## config.mk

```make
export PLATFORM = sky130hd
export DESIGN_NAME = card_link
export DESIGN_NICKNAME = d
export VERILOG_FILES = /design/src/logic/card_link_pkg.sv /design/src/logic/atr_mem.sv /design/src/logic/card_link.sv
export SDC_FILE = /design/constraint.sdc
export NUM_CORES = 1
export LEC_CHECK = 0
export ABC_AREA = 0
export BUFFER_PORTS_ARGS = -buffer_cell sky130_fd_sc_hd__buf_2
export CAP_MARGIN = 20
export CORE_MARGIN = 2
export CORE_UTILIZATION = 40
export DETAILED_ROUTE_END_ITERATION = 10
export MAX_ROUTING_LAYER = met4
export PLACE_DENSITY_LB_ADDON = 0.12
export SYNTH_ARGS = -nofsm -noshare
export SYNTH_HDL_FRONTEND = slang
export SYNTH_SLANG_ARGS = --single-unit
```

## constraint.sdc

```tcl
create_clock -name clock_i -period 14.3 [get_ports clock_i]
set_input_delay 1.43 -clock clock_i [delete_from_list [all_inputs] [get_ports clock_i]]
set_output_delay 1.43 -clock clock_i [all_outputs]
set_load 0.005 [all_outputs]
```

## src/logic/card_link_pkg.sv

```systemverilog
// Purpose: Shared constants for the card-side contact link.
// Assumes: Byte-wide register port; offsets are byte addresses.
// Notes: All waits are counted in card clock cycles.
package card_link_pkg;
  // ***************************************************************
  // Register map
  // ***************************************************************
  localparam logic [7:0] OFS_CTRL = 8'h00;
  localparam logic [7:0] OFS_DIV_LO = 8'h04;
  localparam logic [7:0] OFS_DIV_HI = 8'h08;
  localparam logic [7:0] OFS_FCHAR = 8'h0c;
  localparam logic [7:0] OFS_ATR_LEN = 8'h10;
  localparam logic [7:0] OFS_ATR_DATA = 8'h14;
  localparam logic [7:0] OFS_DATA = 8'h18;
  localparam logic [7:0] OFS_STATUS = 8'h1c;
  // Field positions
  localparam int CTRL_CMD_BUSY = 0;
  localparam int CTRL_PPS_OK = 1;
  localparam int FCHAR_FAST_CLK = 1;
  localparam int ST_OPERATING = 0;
  localparam int ST_TX_READY = 1;
  localparam int ST_RX_VALID = 2;
  localparam int ST_ATR_DONE = 3;
  localparam int ST_STOP_SAFE = 4;
  localparam int ST_DOZE_SEEN = 5;
  localparam int ST_TX_DROP = 6;
  localparam int ST_PAR_ERR = 7;
  // Reset values
  localparam logic [7:0] FCHAR_RST = 8'h00;
  localparam logic [15:0] DIV_RST = 16'h0174;
  // ***************************************************************
  // Timing and framing counts, in card clock cycles, bits or characters, and status words
  // ***************************************************************
  localparam logic [15:0] ETU_DEFAULT = 16'h0174;
  localparam logic [10:0] STOP_WAIT = 11'h744;
  localparam logic [5:0] ATR_MAX = 6'h21;
  localparam logic [3:0] TX_LAST_BIT = 4'hb;
  localparam logic [3:0] RX_LAST_BIT = 4'h9;
  localparam logic [7:0] SW1_NORMAL = 8'h90;
  localparam logic [7:0] SW2_NORMAL = 8'h00;
  // Transmitter states
  typedef enum logic [1:0] {
    TX_IDLE = 2'b00,
    TX_FETCH = 2'b01,
    TX_SEND = 2'b10
  } tx_state_t;
endpackage : card_link_pkg

```

## src/logic/atr_mem.sv

```systemverilog
// Purpose: Small store holding the answer-to-reset characters.
// Assumes: One write port, one read port, registered read data.
// Notes: Contents are not cleared by reset.
`timescale 1ns/1ns
module atr_mem #(
  parameter int DEPTH = 33,
  parameter int AW = 6
) (
  input wire logic clock_i,
  input wire logic we_i,
  input wire logic [AW-1:0] waddr_i,
  input wire logic [7:0] wdata_i,
  input wire logic [AW-1:0] raddr_i,
  output logic [7:0] rdata_o
);
  logic [7:0] mem [DEPTH];

  // Write port
  always_ff @(posedge clock_i) begin
    if (we_i && (32'(waddr_i) < DEPTH)) begin
      mem[waddr_i] <= wdata_i;
    end
  end

  // Registered read port
  always_ff @(posedge clock_i) begin
    rdata_o <= (32'(raddr_i) < DEPTH) ? mem[raddr_i] : 8'h00;
  end
endmodule : atr_mem

```

## src/logic/card_link.sv

```systemverilog
// Purpose: Card-side half-duplex character link with answer to reset.
// Assumes: clock_i is the clock supplied by the terminal; rst_i is its reset.
// Notes: Direct convention, even parity, 12 etu per sent character.
//
// The placing of the registers and the plain strobed port were decided locally.
`timescale 1ns/1ns
module card_link #(
  parameter logic [7:0] DOZE_INS = 8'h00,
  parameter int ATR_DEPTH = 33
) (
  input wire logic clock_i,
  input wire logic rst_i,
  input wire logic io_i,
  output logic io_o,
  output logic io_oe_o,
  input wire logic [7:0] addr_i,
  input wire logic [7:0] wdata_i,
  input wire logic wr_i,
  input wire logic rd_i,
  output logic [7:0] rdata_o,
  output logic op_state_o,
  output logic stop_safe_o,
  output logic fast_clock_need_o
);
  // ***************************************************************
  // Declarations
  // ***************************************************************
  card_link_pkg::tx_state_t tx_state_q;
  logic cmd_busy_q, pps_ok_q, atr_pend_q, atr_done_q, doze_pend_q, doze_idx_q, doze_seen_q;
  logic [15:0] div_q, div_eff, tx_cnt_q, rx_cnt_q;
  logic [7:0] fchar_q, tx_byte_q, rx_data_q, atr_rdata;
  logic [5:0] atr_len_q, atr_wptr_q, atr_idx_q;
  logic [3:0] tx_bit_q, rx_bit_q;
  logic [9:0] tx_frame_q, rx_sh_q;
  logic [7:0] buf_q [2];
  logic buf_wp_q, buf_rp_q, tx_drop_q, rx_busy_q, rx_wait_q, rx_valid_q, par_err_q, hdr_match_q;
  logic [1:0] buf_cnt_q;
  logic [2:0] hdr_cnt_q;
  logic [10:0] quiet_cnt_q;
  logic wr_atr, push, pop, load, char_done, rx_done, rx_sample, rx_start;
  logic [7:0] load_byte;
  logic [8:0] rx_word;

  // Address decode shared by the write and read paths
  function automatic logic hit(input logic [7:0] a, input logic [7:0] ofs);
    return a == ofs;
  endfunction : hit

  // Bit time: the reset divisor until PPS succeeds
  assign div_eff = pps_ok_q ? div_q : card_link_pkg::ETU_DEFAULT;
  assign wr_atr = wr_i && hit(addr_i, card_link_pkg::OFS_ATR_DATA);
  assign push = wr_i && hit(addr_i, card_link_pkg::OFS_DATA) && (buf_cnt_q != 2'h2);
  assign load = (tx_state_q == card_link_pkg::TX_FETCH);
  assign pop = load && atr_done_q && !doze_pend_q;
  assign char_done = (tx_state_q == card_link_pkg::TX_SEND) && (tx_cnt_q == div_eff - 16'h0001)
                     && (tx_bit_q == card_link_pkg::TX_LAST_BIT);
  assign rx_start = !rx_busy_q && !rx_wait_q && (tx_state_q == card_link_pkg::TX_IDLE) && !io_i;
  assign rx_sample = rx_busy_q && (rx_cnt_q == 16'h0000);
  assign rx_done = rx_sample && (rx_bit_q == card_link_pkg::RX_LAST_BIT);
  assign rx_word = {io_i, rx_sh_q[9:2]};

  // Character source: answer to reset, then doze status, then the buffer
  always_comb begin
    if (!atr_done_q) begin
      load_byte = atr_rdata;
    end else if (doze_pend_q) begin
      load_byte = doze_idx_q ? card_link_pkg::SW2_NORMAL : card_link_pkg::SW1_NORMAL;
    end else begin
      load_byte = buf_q[buf_rp_q];
    end
  end

  // ***************************************************************
  // Software registers
  // ***************************************************************
  // Control, divisor and file characteristics
  always_ff @(posedge clock_i or posedge rst_i) begin
    if (rst_i) begin
      cmd_busy_q <= 1'b0;
      pps_ok_q <= 1'b0;
      div_q <= card_link_pkg::DIV_RST;
      fchar_q <= card_link_pkg::FCHAR_RST;
    end else if (wr_i) begin
      if (hit(addr_i, card_link_pkg::OFS_CTRL)) begin
        cmd_busy_q <= wdata_i[card_link_pkg::CTRL_CMD_BUSY];
        pps_ok_q <= wdata_i[card_link_pkg::CTRL_PPS_OK] && atr_done_q;
      end
      if (hit(addr_i, card_link_pkg::OFS_DIV_LO)) div_q[7:0] <= wdata_i;
      if (hit(addr_i, card_link_pkg::OFS_DIV_HI)) div_q[15:8] <= wdata_i;
      if (hit(addr_i, card_link_pkg::OFS_FCHAR)) fchar_q <= wdata_i;
    end
  end

  // Answer-to-reset length and load pointer, capped at the legal count
  always_ff @(posedge clock_i or posedge rst_i) begin
    if (rst_i) begin
      atr_len_q <= 6'h00;
      atr_wptr_q <= 6'h00;
      atr_pend_q <= 1'b0;
    end else if (wr_i && hit(addr_i, card_link_pkg::OFS_ATR_LEN) && !atr_pend_q) begin
      atr_len_q <= (wdata_i > 8'(card_link_pkg::ATR_MAX)) ? card_link_pkg::ATR_MAX : wdata_i[5:0];
      atr_wptr_q <= 6'h00;
      atr_pend_q <= 1'b1;
    end else if (wr_atr && (atr_wptr_q != card_link_pkg::ATR_MAX)) begin
      atr_wptr_q <= atr_wptr_q + 6'h01;
    end
  end

  // Read data, valid only in the cycle after the strobe
  always_ff @(posedge clock_i or posedge rst_i) begin
    if (rst_i) begin
      rdata_o <= 8'h00;
    end else if (rd_i) begin
      case (addr_i)
        card_link_pkg::OFS_CTRL: rdata_o <= {6'h00, pps_ok_q, cmd_busy_q};
        card_link_pkg::OFS_DIV_LO: rdata_o <= div_q[7:0];
        card_link_pkg::OFS_DIV_HI: rdata_o <= div_q[15:8];
        card_link_pkg::OFS_FCHAR: rdata_o <= fchar_q;
        card_link_pkg::OFS_ATR_LEN: rdata_o <= {2'h0, atr_len_q};
        card_link_pkg::OFS_DATA: rdata_o <= rx_data_q;
        card_link_pkg::OFS_STATUS: rdata_o <= {par_err_q, tx_drop_q, doze_seen_q, stop_safe_o,
                                              atr_done_q, rx_valid_q, buf_cnt_q != 2'h2, op_state_o};
        default: rdata_o <= 8'h00;
      endcase
    end else begin
      rdata_o <= 8'h00;
    end
  end

  // Store for the answer-to-reset characters
  atr_mem #(.DEPTH(ATR_DEPTH), .AW(6)) u_atr_mem (
    .clock_i(clock_i),
    .we_i(wr_atr),
    .waddr_i(atr_wptr_q),
    .wdata_i(wdata_i),
    .raddr_i(atr_idx_q),
    .rdata_o(atr_rdata)
  );

  // ***************************************************************
  // Two-entry transmit buffer
  // ***************************************************************
  // Writes into a full buffer are dropped and flagged
  always_ff @(posedge clock_i or posedge rst_i) begin
    if (rst_i) begin
      buf_q[0] <= 8'h00;
      buf_q[1] <= 8'h00;
      buf_wp_q <= 1'b0;
      buf_rp_q <= 1'b0;
      buf_cnt_q <= 2'h0;
      tx_drop_q <= 1'b0;
    end else begin
      if (push) begin
        buf_q[buf_wp_q] <= wdata_i;
        buf_wp_q <= !buf_wp_q;
      end
      if (pop) buf_rp_q <= !buf_rp_q;
      buf_cnt_q <= buf_cnt_q + {1'b0, push} - {1'b0, pop};
      if (wr_i && hit(addr_i, card_link_pkg::OFS_DATA) && (buf_cnt_q == 2'h2)) begin
        tx_drop_q <= 1'b1;
      end else if (rd_i && hit(addr_i, card_link_pkg::OFS_STATUS)) begin
        tx_drop_q <= 1'b0;
      end
    end
  end

  // ***************************************************************
  // Transmitter
  // ***************************************************************
  // Character sequencer; a new character waits for the line to be free
  always_ff @(posedge clock_i or posedge rst_i) begin
    if (rst_i) begin
      tx_state_q <= card_link_pkg::TX_IDLE;
      atr_idx_q <= 6'h00;
      atr_done_q <= 1'b0;
      doze_idx_q <= 1'b0;
    end else begin
      case (tx_state_q)
        card_link_pkg::TX_IDLE: begin
          if (atr_pend_q && !atr_done_q && (atr_idx_q == atr_len_q)) begin
            atr_done_q <= 1'b1;
          end else if (!rx_busy_q && !rx_wait_q && ((atr_pend_q && !atr_done_q) || (atr_done_q &&
                       (doze_pend_q || (buf_cnt_q != 2'h0))))) begin
            tx_state_q <= card_link_pkg::TX_FETCH;
          end
        end
        card_link_pkg::TX_FETCH: begin
          tx_state_q <= card_link_pkg::TX_SEND;
          if (!atr_done_q) atr_idx_q <= atr_idx_q + 6'h01;
          else if (doze_pend_q) doze_idx_q <= !doze_idx_q;
        end
        card_link_pkg::TX_SEND: begin
          if (char_done) tx_state_q <= card_link_pkg::TX_IDLE;
        end
        default: tx_state_q <= card_link_pkg::TX_IDLE;
      endcase
    end
  end

  // Bit timing: start, 8 data, parity, then 2 etu of guard time
  always_ff @(posedge clock_i or posedge rst_i) begin
    if (rst_i) begin
      tx_cnt_q <= 16'h0000;
      tx_bit_q <= 4'h0;
      tx_frame_q <= 10'h3ff;
      tx_byte_q <= 8'h00;
      io_o <= 1'b1;
      io_oe_o <= 1'b0;
    end else if (load) begin
      tx_frame_q <= {^load_byte, load_byte, 1'b0};
      tx_byte_q <= load_byte;
      tx_cnt_q <= 16'h0000;
      tx_bit_q <= 4'h0;
      io_o <= 1'b0;
      io_oe_o <= 1'b1;
    end else if (tx_state_q == card_link_pkg::TX_SEND) begin
      if (tx_cnt_q == div_eff - 16'h0001) begin
        tx_cnt_q <= 16'h0000;
        tx_bit_q <= tx_bit_q + 4'h1;
        io_o <= (tx_bit_q < 4'h9) ? tx_frame_q[tx_bit_q + 4'h1] : 1'b1;
        io_oe_o <= tx_bit_q < 4'h9;
      end else begin
        tx_cnt_q <= tx_cnt_q + 16'h0001;
      end
    end
  end

  // ***************************************************************
  // Receiver
  // ***************************************************************
  // Samples mid-bit; after parity it waits for the line to go high
  always_ff @(posedge clock_i or posedge rst_i) begin
    if (rst_i) begin
      rx_busy_q <= 1'b0;
      rx_wait_q <= 1'b0;
      rx_cnt_q <= 16'h0000;
      rx_bit_q <= 4'h0;
      rx_sh_q <= 10'h000;
    end else if (rx_start) begin
      rx_busy_q <= 1'b1;
      rx_cnt_q <= {1'b0, div_eff[15:1]};
      rx_bit_q <= 4'h0;
    end else if (rx_sample) begin
      rx_sh_q <= {io_i, rx_sh_q[9:1]};
      rx_cnt_q <= div_eff - 16'h0001;
      rx_bit_q <= rx_bit_q + 4'h1;
      if (rx_done) begin
        rx_busy_q <= 1'b0;
        rx_wait_q <= 1'b1;
      end
    end else if (rx_busy_q) begin
      rx_cnt_q <= rx_cnt_q - 16'h0001;
    end else if (rx_wait_q && io_i) begin
      rx_wait_q <= 1'b0;
    end
  end

  // Received byte and flags; a new byte wins over a clearing read
  always_ff @(posedge clock_i or posedge rst_i) begin
    if (rst_i) begin
      rx_data_q <= 8'h00;
      rx_valid_q <= 1'b0;
      par_err_q <= 1'b0;
    end else if (rx_done) begin
      rx_data_q <= rx_word[7:0];
      rx_valid_q <= 1'b1;
      par_err_q <= ^rx_word;
    end else if (rd_i && hit(addr_i, card_link_pkg::OFS_DATA)) begin
      rx_valid_q <= 1'b0;
      par_err_q <= 1'b0;
    end
  end

  // Header watch for the legacy doze command; status is queued on match
  always_ff @(posedge clock_i or posedge rst_i) begin
    if (rst_i) begin
      hdr_cnt_q <= 3'h0;
      hdr_match_q <= 1'b0;
      doze_pend_q <= 1'b0;
      doze_seen_q <= 1'b0;
    end else begin
      if (rx_done && !cmd_busy_q && !(^rx_word) && atr_done_q) begin
        hdr_cnt_q <= (hdr_cnt_q == 3'h4) ? 3'h0 : hdr_cnt_q + 3'h1;
        if (hdr_cnt_q == 3'h1) hdr_match_q <= rx_word[7:0] == DOZE_INS;
        if ((hdr_cnt_q == 3'h4) && hdr_match_q) begin
          doze_pend_q <= 1'b1;
          doze_seen_q <= 1'b1;
        end
      end else if (char_done) begin
        hdr_cnt_q <= 3'h0;
      end
      if (load && atr_done_q && doze_pend_q && doze_idx_q) doze_pend_q <= 1'b0;
    end
  end

  // ***************************************************************
  // Power state and quiet time
  // ***************************************************************
  // Operating while anything is in progress, idle otherwise
  always_ff @(posedge clock_i or posedge rst_i) begin
    if (rst_i) begin
      op_state_o <= 1'b0;
      fast_clock_need_o <= 1'b0;
    end else begin
      op_state_o <= cmd_busy_q || (tx_state_q != card_link_pkg::TX_IDLE) || rx_busy_q || doze_pend_q
                    || (atr_pend_q && !atr_done_q);
      fast_clock_need_o <= fchar_q[card_link_pkg::FCHAR_FAST_CLK];
    end
  end

  // Card clock cycles since the line last carried a character
  always_ff @(posedge clock_i or posedge rst_i) begin
    if (rst_i) begin
      quiet_cnt_q <= 11'h000;
      stop_safe_o <= 1'b0;
    end else if ((tx_state_q != card_link_pkg::TX_IDLE) || rx_busy_q || rx_start) begin
      quiet_cnt_q <= 11'h000;
      stop_safe_o <= 1'b0;
    end else if (quiet_cnt_q != card_link_pkg::STOP_WAIT) begin
      quiet_cnt_q <= quiet_cnt_q + 11'h001;
    end else begin
      stop_safe_o <= 1'b1;
    end
  end

  // ***************************************************************
  // Assertions
  // ***************************************************************
  property p_etu_bound;
    @(posedge clock_i) disable iff (rst_i) (tx_cnt_q < div_eff) && (!rx_busy_q || rx_cnt_q < div_eff);
  endproperty
  a_etu_bound: assert property (p_etu_bound) else $error("Bit counter beyond bit time");
  property p_fast_flag;
    @(posedge clock_i) disable iff (rst_i)
      wr_i && hit(addr_i, card_link_pkg::OFS_FCHAR) && wdata_i[1] |=> ##1 fast_clock_need_o;
  endproperty
  a_fast_flag: assert property (p_fast_flag) else $error("Fast clock flag not shown");
  property p_op_state;
    @(posedge clock_i) disable iff (rst_i) (tx_state_q == card_link_pkg::TX_SEND) |=> op_state_o;
  endproperty
  a_op_state: assert property (p_op_state) else $error("Idle shown while sending");
  property p_doze_sw1;
    @(posedge clock_i) disable iff (rst_i)
      load && atr_done_q && doze_pend_q && !doze_idx_q |=> tx_byte_q == card_link_pkg::SW1_NORMAL;
  endproperty
  a_doze_sw1: assert property (p_doze_sw1) else $error("Doze answer not normal completion");
  property p_atr_rate;
    @(posedge clock_i) disable iff (rst_i) !atr_done_q |-> div_eff == card_link_pkg::ETU_DEFAULT;
  endproperty
  a_atr_rate: assert property (p_atr_rate) else $error("Answer to reset not at default rate");
  property p_keep_rate;
    @(posedge clock_i) disable iff (rst_i) !pps_ok_q |-> div_eff == card_link_pkg::ETU_DEFAULT;
  endproperty
  a_keep_rate: assert property (p_keep_rate) else $error("Rate changed without PPS");
  property p_atr_len;
    @(posedge clock_i) disable iff (rst_i) (atr_len_q <= card_link_pkg::ATR_MAX) && (atr_idx_q <= atr_len_q);
  endproperty
  a_atr_len: assert property (p_atr_len) else $error("Answer to reset too long");
  property p_quiet;
    @(posedge clock_i) disable iff (rst_i) $rose(stop_safe_o) |-> $past(quiet_cnt_q) == card_link_pkg::STOP_WAIT;
  endproperty
  a_quiet: assert property (p_quiet) else $error("Stop-safe raised early");
  c_atr_end: cover property (@(posedge clock_i) disable iff (rst_i) $rose(atr_done_q));
  c_doze: cover property (@(posedge clock_i) disable iff (rst_i) $rose(doze_pend_q));
  c_buf_full: cover property (@(posedge clock_i) disable iff (rst_i) buf_cnt_q == 2'h2);
  c_rx_byte: cover property (@(posedge clock_i) disable iff (rst_i) rx_done);
endmodule : card_link

```

==> impl_metrics.tcl, run 1 <==
set metrics [dict create \
    clock_sinks 442 \
    clk_pin_slew_worst_paths_ns 0.06 \
    drc 0 \
    r2r_cells 11 \
    ios 34 \
    gp_congestion 0.853 \
    synthFlopType "edfxtp_1" \
    skew_ns 0.0188 \
    max-cap-violations 0 \
    arrival_ns 4.44 \
    viasPerCell 5.53 \
    reg2reg_slack_ns 10.47 \
    timing.rr.start "pps_ok_q$_DFFE_PP0P_" \
    dp.cells 2096 \
    core_um2 49200 \
    synth_fp_nets 1507 \
    cts_buffers 50 \
    setup.worst_path.class "in2reg" \
    hold_class "reg2reg" \
    die_area_um2 51800 \
    worstMarginPinSlew_ns 1.06 \
    cts_tree "done" \
    peakVddDrop_v 0.0000944 \
    fin_crit_sh_pct 29.5 \
    clk_latency_ns 0.60 \
    yosys_warnings 0 \
    synth_edf_count 264 \
    hold_end "fast_clock_need_o$_DFF_PP0_" \
    hpwl_um 31900 \
    crit_path_top_delay_cell "or4b_2" \
    ys_types 76 \
    ys_seq_area_share_pct 61.8 \
    final_cells 2188 \
    wl_per_cell_um 22.8 \
    pre_cts_ws_ns 9.52 \
    whs_path_depth 0 \
    antenna_found_initial 0 \
    die_x_um 228 \
    ys_seq_elements 442 \
    hp-start "fchar_q[1]$_DFFE_PP0P_" \
    end_kind "flop" \
    async_flop_share_pct 38.5 \
    hold_violations 0 \
    outcome "completed" \
    yosys.area.top_type_share_pct 39.6 \
    setup_tns_ns 0 \
    layout.nets 1533 \
    setup_viol 0 \
    slew_headroom_pct 29.1 \
    worst_slack_ns 10.08 \
    slowest_delay_ns 0.78 \
    syn_inst 1459 \
    path_max_fanout 10 \
    grt_pass1_vias 12500 \
    layout_common_cells "edfxtp_1 (264), dfrtp_1 (152), nor2_1 (118), nand2_1 (106), mux4_2 (82)" \
    syn_avg_cell_area_um2 13.7 \
    grt_usage_pct 20.6 \
    clock_path_buffers 3 \
    drive_above_1_share_pct 19.8 \
    die_y_um 228 \
    rsz0062_at_grt "no" \
    portBuffers 33 \
    ant_nets 0 \
    cts_setup_buffers 0 \
    grt_pass1_wl_um 77700 \
    cp_cell_sequence "buf_2 > nor4b_1 > and3_1 > nand2_1 > or4b_2 > nor2_1" \
    start_kind "input port" \
    clock.fmax_mhz 237 \
    h-tree-depth 2 \
    required_ns 14.52 \
    ctsHoldBuffers 0 \
    grt_overflow 0 \
    row_count 81 \
    final_common_cell "edfxtp_1" \
    r2r_end "tx_state_q[0]$_DFFE_PP0P_" \
    drv_slew 0 \
    dr.first_iter.drc_count 943 \
    synth_area_leaders "edfxtp_1 (40%), dfrtp_1 (19%), mux4_2 (9.2%)" \
    start_util_pct 40.7 \
    drtPass1Iterations 5 \
    leakage_nw 8.22 \
    syn_to_final_growth_pct 12.4 \
    period_minus_slack_ns 4.22 \
    p_per_area_nw_per_um2 167 \
    wl_um 50000 \
    netlist_area_um2 20000 \
    synth_largest_area_cell "edfxtp_1" \
    ctsRootBufferMaster "clkbuf_16" \
    vias 12100 \
    cts_resized 0 \
    grt_start_max_net_pins 98 \
]
cell families (layout without fill, tap and decap cells):
| group | Yosys count | count (layout) | share of synthesized area (%) |
|---|---|---|---|
| muxes | 161 | 161 | 13.5 |
| adders and majority gates | 27 | 27 | 1.69 |
| xor gates and xnor gates | 79 | 79 | 3.60 |
| buffers and inverters | 133 | 197 | 2.64 |
| AOI/OAI and AO/OA | 205 | 205 | 6.40 |
| other | 0 | 1 | 0 |
| DFF | 442 | 442 | 61.8 |
| and+or+nand+nor | 412 | 412 | 10.4 |
worst max-delay path by stage:
stage | from | to | slack [ns] | cells past startpoint
4_1_cts | addr_i[5] | u_atr_mem.mem[13][0]$_DFFE_PP_ | 10.15 | 6
3_3_place_gp | addr_i[5] | u_atr_mem.mem[13][2]$_DFFE_PP_ | 9.62 | 6
3_5_place_dp | addr_i[5] | u_atr_mem.mem[29][2]$_DFFE_PP_ | 9.52 | 6
6_report | addr_i[5] | u_atr_mem.mem[29][1]$_DFFE_PP_ | 10.08 | 6
2_1_floorplan | rst_i | atr_done_q$_DFFE_PP0P_ | 8.29 | 1
5_1_grt | addr_i[5] | u_atr_mem.mem[13][4]$_DFFE_PP_ | 9.87 | 6
registers in the layout (all words and copies together), names as in the netlist, 10 cells and up:
register / count
u_atr_mem.mem: 264
buf_q: 16
div_q: 16
rx_cnt_q: 16
tx_cnt_q: 16
quiet_cnt_q: 11
tx_frame_q: 10
per-layer routing:
layer / vias up / wire length [µm] / track usage (%)
met5: - / 0 / -
met4: 0 / 1720 / 7.63
met3: 99 / 2080 / 2.64
met2: 279 / 23600 / 32.6
met1: 6188 / 22500 / 27.5
li1: 5533 / - / -
final cells by class:
| type | instances | area [µm²] |
|---|---|---|
| fillers | 4383 | 26700 |
| flip-flops and latches | 442 | 12400 |
| multi-input cells | 884 | 7130 |
| clock buffers | 64 | 1380 |
| well taps | 664 | 831 |
| clock inverters | 26 | 295 |
| repair buffers | 49 | 280 |
| inverters | 58 | 223 |
| diodes | 1 | 2.50 |
stage by stage:
step	area [µm²]	hold slack, ns	total power [mW]	util (%)
finish	22500	0.456	3.76	45.8
global route	22500	0.478	3.94	45.8
CTS	22500	0.466	3.81	45.8
detailed placement	20800	0.447	2.49	42.4
global placement	20800	0.446	2.48	42.3
floorplan	20000	0.364	2.22	-
critical path, delay by kind of cell:
family                 cells  cell delay, ns
buffers and inverters      1            0.10
AND/OR/NAND/NOR            5            2.90
synthesized netlist by cell type (36+ instances only):
library cell  number
a21oi_1           39
clkbuf_1          57
dfrtp_1          154
edfxtp_1         264
inv_1             58
mux2_2            56
mux4_2            82
nand2_1          106
nand3_1           41
nor2_1           118
o21ai_0           77
xnor2_1           41
xor2_1            36
report_power, final:
group          leakage, nW  switching, mW  total [mW]  internal, mW
Sequential            4.67          0.121        1.57          1.45
Clock                0.821          0.516        1.30         0.786
Combinational         2.72          0.465       0.883         0.418
(Power assumes the default switching activity.)
==> run 2, diff against run 1 <==
ABC_AREA = 1   (was 0)
clock period = 3.7 ns   (was 14.3 ns; I/O delays follow)
==> impl_metrics.tcl, run 2 <==
set metrics [dict create \
    top_register "u_atr_mem.mem" \
    netlist_area_um2 20300 \
    syn_avg_cell_area_um2 9.84 \
    synth_area_leaders "edfxtp_1 (39%), dfrtp_1 (19%), nand2_1 (6.0%)" \
    wl_um 56300 \
    timing.rr.start "pps_ok_q$_DFFE_PP0P_" \
    hold_violations 0 \
    arrival_ns 3.43 \
    grt_start_max_net_pins 104 \
    drive_above_1_share_pct 10.5 \
    h-tree-depth 2 \
    power_switching_share_pct 35.2 \
    worstMarginPinSlew_ns 0.932 \
    die_x_um 229 \
    synthFlopType "edfxtp_1" \
    hp-start "rd_i" \
    peakVddDrop_v 0.000478 \
    ios 34 \
    viasPerCell 5.30 \
    ys_types 57 \
    portBuffers 33 \
    pwr-share-comb_pct 28.7 \
    syn_to_final_growth_pct 13.8 \
    pwr-share-clk_pct 33.6 \
    whs_path_depth 3 \
    grt_pass1_vias 14900 \
    clock.fmax_mhz 337 \
    period_minus_slack_ns 2.97 \
    seqPwrFrac_pct 37.8 \
    synth_fp_nets 2110 \
    p_int_mw 10.3 \
    slew_headroom_pct 37.9 \
    start_util_pct 40.5 \
    fin_crit_sh_pct 80.2 \
    setup.worst_path.class "reg2reg" \
    ant_nets 0 \
    r2r_cells 17 \
    grt_pass1_wl_um 87600 \
    yosys_warnings 0 \
    synth_edf_count 264 \
    final_common_cell "nand2_1" \
    core_um2 50100 \
    dr.first_iter.drc_count 1307 \
    netlist_top_cells_count "nand2_1 (324), nor2_1 (274), edfxtp_1 (264)" \
    ctsRootBufferMaster "clkbuf_16" \
    hold_class "in2reg" \
    clk_latency_ns 0.61 \
    skew_ns 0.0332 \
    setup_viol 0 \
    grt_overflow 0 \
    cts_setup_buffers 0 \
    dpl_cell_area_um2 21300 \
    r2r_end "tx_bit_q[1]$_DFFE_PP0P_" \
    yosysMostFrequentCell "nand2_1" \
    dp.cells 2727 \
    p_sw_mw 5.59 \
    hold_end "rdata_o[1]$_DFF_PP0_" \
    path_max_fanout 16 \
    clock_sinks 442 \
    grt_usage_pct 22.1 \
    async_flop_share_pct 38.5 \
    final_cells 2820 \
    wl_per_cell_um 20.0 \
    largest_reg_flops 264 \
    clk_pin_slew_worst_paths_ns 0.06 \
    drv_slew 0 \
    drc 0 \
    clock_path_buffers 3 \
    syn_inst 2062 \
    antenna-diode-count 0 \
    layout.nets 2155 \
    rsz0062_at_grt "no" \
    max-cap-violations 0 \
    ys_seq_elements 442 \
    die_area_um2 52500 \
    die_y_um 229 \
    layout_common_cells "nand2_1 (324), nor2_1 (274), edfxtp_1 (264), o21ai_0 (238), inv_1 (179)" \
    synth_largest_area_cell "edfxtp_1" \
    ys_seq_area_share_pct 61.0 \
    antenna_found_initial 0 \
    start_kind "flop" \
    outcome "completed" \
    drtPass1Iterations 6 \
    gp_congestion 0.896 \
    yosys.area.top_type_share_pct 39.1 \
    row_count 82 \
    reg2reg_slack_ns 0.73 \
    startpoint "pps_ok_q$_DFFE_PP0P_" \
    cts_tree "done" \
    setup_tns_ns 0 \
    vias 14900 \
    hpwl_um 38000 \
    required_ns 4.16 \
    leakage_nw 9.00 \
    cts_buffers 49 \
    p_per_area_nw_per_um2 687 \
    hold_slack_ns 0.0820 \
    postLayoutCellArea_um2 23100 \
    end_kind "flop" \
]
[run 2: per-stage QoR]
step / worst slack, ns / util [%] / total power [mW]
2_1_floorplan: 1.17 / - / 9.15
3_3_place_gp: 0.649 / 42.5 / 10.6
3_5_place_dp: 0.578 / 42.5 / 10.6
4_1_cts: 0.742 / 46.1 / 16.0
5_1_grt: 0.415 / 46.1 / 16.8
6_report: 0.733 / 46.1 / 15.9
[run 2: cell families (layout without fill, tap and decap cells)]
| family | count (synthesis) | after routing | synth area share, % |
|---|---|---|---|
| simple gates | 804 | 804 | 17.0 |
| compound gates | 466 | 466 | 12.9 |
| buf+inv | 270 | 356 | 5.12 |
| flops | 442 | 442 | 61.0 |
| xor+xnor | 53 | 53 | 2.36 |
| fa+ha+maj | 27 | 27 | 1.67 |
[run 2: worst max path at each step]
stage,end
after floorplan,atr_done_q$_DFFE_PP0P_
after global placement,u_atr_mem.mem[21][2]$_DFFE_PP_
after detailed placement,u_atr_mem.mem[5][5]$_DFFE_PP_
after CTS,tx_bit_q[1]$_DFFE_PP0P_
after global routing,tx_bit_q[2]$_DFFE_PP0P_
final,tx_bit_q[1]$_DFFE_PP0P_
[run 2: metal layers]
metal  vias up  global-route usage (%)  wire, µm
li1       7203                       -         -
met1      7283                    29.2     25500
met2       334                    34.7     26400
met3       113                    2.98      2260
met4         0                    8.83      2190
met5         -                       -         0
[run 2: area by class of cell]
| class | count | area [µm²] |
|---|---|---|
| Fill cell | 4859 | 27000 |
| Sequential cell | 442 | 12400 |
| Inverter | 189 | 714 |
| Clock buffer | 55 | 1280 |
| Tap cell | 672 | 841 |
| Timing Repair Buffer | 75 | 495 |
| Multi-Input combinational cell | 1350 | 6880 |
| Clock inverter | 37 | 507 |
[run 2: worst max-delay path, cell delays in order, from the launching register on]
cell and delay [ns]:
dfrtp_1 0.49, nand2_1 0.21, ha_1 0.22, inv_1 0.06, nor2_1 0.14, nand2_2 0.12
nor2_1 0.17, nand3_1 0.11, nand2_1 0.14, nand2_1 0.06, nand2_1 0.09, nand3_1 0.10
nor2_1 0.18, nand2_2 0.11, nand2_4 0.19, nand2_2 0.24, nand2_1 0.14, o21ai_2 0.06
[run 2: timing repair]
item	CTS	global route
gates resized for setup	0	0
hold buffers	1	0
hold endpoints to repair	19	0
[run 2: power groups by stage]
stage	Sequential, mW	Clock, mW	Combinational [mW]
6_report	5.99	5.32	4.54
5_1_grt	6.04	5.64	5.07
4_1_cts	5.99	5.44	4.54
3_5_place_dp	6.08	0	4.53
3_3_place_gp	6.08	0	4.51
2_1_floorplan	5.87	0	3.28
==> run 3, diff against run 2 <==
clock period = 2.45 ns   (was 3.7 ns; I/O delays follow)
==> impl_metrics.tcl, run 3 (synthesized netlist as in run 2, its figures left out) <==
set metrics [dict create \
    ios 34 \
    clock_path_buffers 3 \
    cts_buffers 48 \
    reg2reg_slack_ns 0.03 \
    vias 15300 \
    crit_top_cell "nand2_4" \
    hpwl_um 38200 \
    portBuffers 33 \
    pwr-share-comb_pct 32.9 \
    grt_pass1_vias 14700 \
    setup_viol 0 \
    wl_um 57400 \
    slowest_delay_ns 0.47 \
    drtPass1Iterations 7 \
    path_delay_family "simple AND/OR/NAND/NOR gates" \
    die_area_um2 52500 \
    r2r_cells 18 \
    clk_latency_ns 0.60 \
    peakVddDrop_v 0.000581 \
    p_sw_mw 8.53 \
    skew_ns 0.0425 \
    start_util_pct 40.5 \
    die_y_um 229 \
    layout_common_cells "nand2_1 (305), edfxtp_1 (264), nor2_1 (262), o21ai_0 (237), inv_1 (177)" \
    seqPwrFrac_pct 37.5 \
    period_minus_slack_ns 2.42 \
    ant_nets 0 \
    crit_buf_inv 2 \
    antenna-diode-count 0 \
    worst_slack_ns 0.0303 \
    arrival_ns 2.86 \
    grt_start_max_net_pins 77 \
    die_x_um 229 \
    outcome "completed" \
    power_switching_share_pct 35.8 \
    pwr-share-clk_pct 29.5 \
    wl_per_cell_um 19.7 \
    gp_congestion 0.918 \
    fin_crit_sh_pct 98.8 \
    top_register "u_atr_mem.mem" \
    drv_slew 0 \
    max-cap-violations 0 \
    cts_tree "done" \
    drive_above_1_share_pct 16.7 \
    r2r_end "io_oe_o$_DFFE_PP0P_" \
    syn_to_final_growth_pct 18.7 \
    leakage_nw 9.53 \
    hp-start "wdata_i[0]" \
    h-tree-depth 2 \
    start_kind "flop" \
    largest_reg_flops 264 \
    grt_overflow 0 \
    ctsRootBufferMaster "clkbuf_16" \
    pre_cts_ws_ns -0.115 \
    dpl_cell_area_um2 22000 \
    layout.nets 2262 \
    path_max_fanout 6 \
    timing.rr.start "pps_ok_q$_DFFE_PP0P_" \
    slew_headroom_pct 43.0 \
    postLayoutCellArea_um2 24100 \
    grt_pass1_wl_um 87600 \
    p_per_area_nw_per_um2 990 \
    clk_pin_slew_worst_paths_ns 0.06 \
    antenna_found_initial 0 \
    core_um2 50100 \
    viasPerCell 5.24 \
    row_count 82 \
    drc 0 \
    final_common_cell "nand2_1" \
    worstMarginPinSlew_ns 0.849 \
    rsz0062_at_grt "yes" \
    crit_cells 18 \
    required_ns 2.89 \
    clock.fmax_mhz 413 \
    hold_class "in2reg" \
    clock_sinks 442 \
    grt_usage_pct 22.3 \
    cp_cell_sequence "nand2_4 > ha_4 > inv_2 > nor2_4 > nand2_4 > buf_6 > nand2_2 > nand3_2 > nand2_2 > nand3_2 > nor2_2 > nand3_2 > nor2_4 > nand2_4 > nand2_8 > nand2_8 > nand2_4 > o21ai_2" \
    hold_end "u_atr_mem.mem[29][0]$_DFFE_PP_" \
    p_int_mw 15.3 \
    setup.worst_path.class "reg2reg" \
    hold_violations 0 \
    dr.first_iter.drc_count 1184 \
    crit_path_top_delay_cell "dfrtp_2" \
    end_kind "flop" \
    whs_path_depth 1 \
    fin_util_pct 48.1 \
]
[run 3: how the worst max path moves through the flow]
stage | from | end | slack [ns]
2_1_floorplan | pps_ok_q$_DFFE_PP0P_ | io_oe_o$_DFFE_PP0P_ | 0.04
3_5_place_dp | pps_ok_q$_DFFE_PP0P_ | tx_bit_q[1]$_DFFE_PP0P_ | -0.12
3_3_place_gp | pps_ok_q$_DFFE_PP0P_ | tx_bit_q[1]$_DFFE_PP0P_ | -0.05
6_report | pps_ok_q$_DFFE_PP0P_ | io_oe_o$_DFFE_PP0P_ | 0.03
4_1_cts | pps_ok_q$_DFFE_PP0P_ | tx_cnt_q[1]$_DFFE_PP0P_ | -0.02
5_1_grt | pps_ok_q$_DFFE_PP0P_ | io_oe_o$_DFFE_PP0P_ | -0.12
[run 3: per-stage QoR]
| stage | power [mW] | setup TNS (ns) | instances | hold slack [ns] |
|---|---|---|---|---|
| 3_5_place_dp | 16.6 | -0.487 | 2818 | 0.295 |
| 2_1_floorplan | 13.8 | 0 | 2062 | 0.344 |
| 4_1_cts | 23.7 | -0.0649 | 2907 | 0.0520 |
| 6_report | 23.8 | 0 | 2922 | 0.0781 |
| 5_1_grt | 25.2 | -1.84 | 2922 | 0.0783 |
| 3_3_place_gp | 16.5 | -0.190 | 2818 | 0.289 |
[run 3: power groups by stage]
stage	combinational (mW)	sequential, mW	clock (mW)
global route	8.70	9.01	7.48
finish	7.85	8.95	7.04
detailed placement	7.49	9.06	0
global placement	7.41	9.05	0
floorplan	4.95	8.86	0
CTS	7.57	8.92	7.20
[run 3: cell type report]
type / count / area (µm²)
multi-input cells: 1351 / 7220
well taps: 672 / 841
repair buffers: 182 / 1410
clock inverters: 12 / 143
inverters: 189 / 718
fillers: 4817 / 26000
flip-flops and latches: 442 / 12400
clock buffers: 74 / 1380
[run 3: what timing repair did]
action | CTS | global route
cloned | 0 | 2
pin swaps | 1 | 26
hold buffers | 3 | 0
gates resized for setup | 7 | 84
setup endpoints to repair | 23 | 32
buffers inserted | 0 | 13
endpoints found under the hold margin | 13 | 0
[run 3: worst reg2reg max path, stage by stage (launching register included)]
cell and delay, ns:
dfrtp_2 0.47, nand2_4 0.10, ha_4 0.14, inv_2 0.05
nor2_4 0.13, nand2_4 0.11, buf_6 0.14, nand2_2 0.05
nand3_2 0.08, nand2_2 0.09, nand3_2 0.08, nor2_2 0.14
nand3_2 0.09, nor2_4 0.15, nand2_4 0.09, nand2_8 0.12
nand2_8 0.10, nand2_4 0.09, o21ai_2 0.05
[run 3: routing by layer]
layer / up-vias / global-route usage, % / part of all wire [%]
met5: - / - / 0
met3: 111 / 2.51 / 3.9
li1: 7428 / - / -
met2: 343 / 36.7 / 49
met1: 7431 / 28.8 / 44
met4: 0 / 7.43 / 3.1
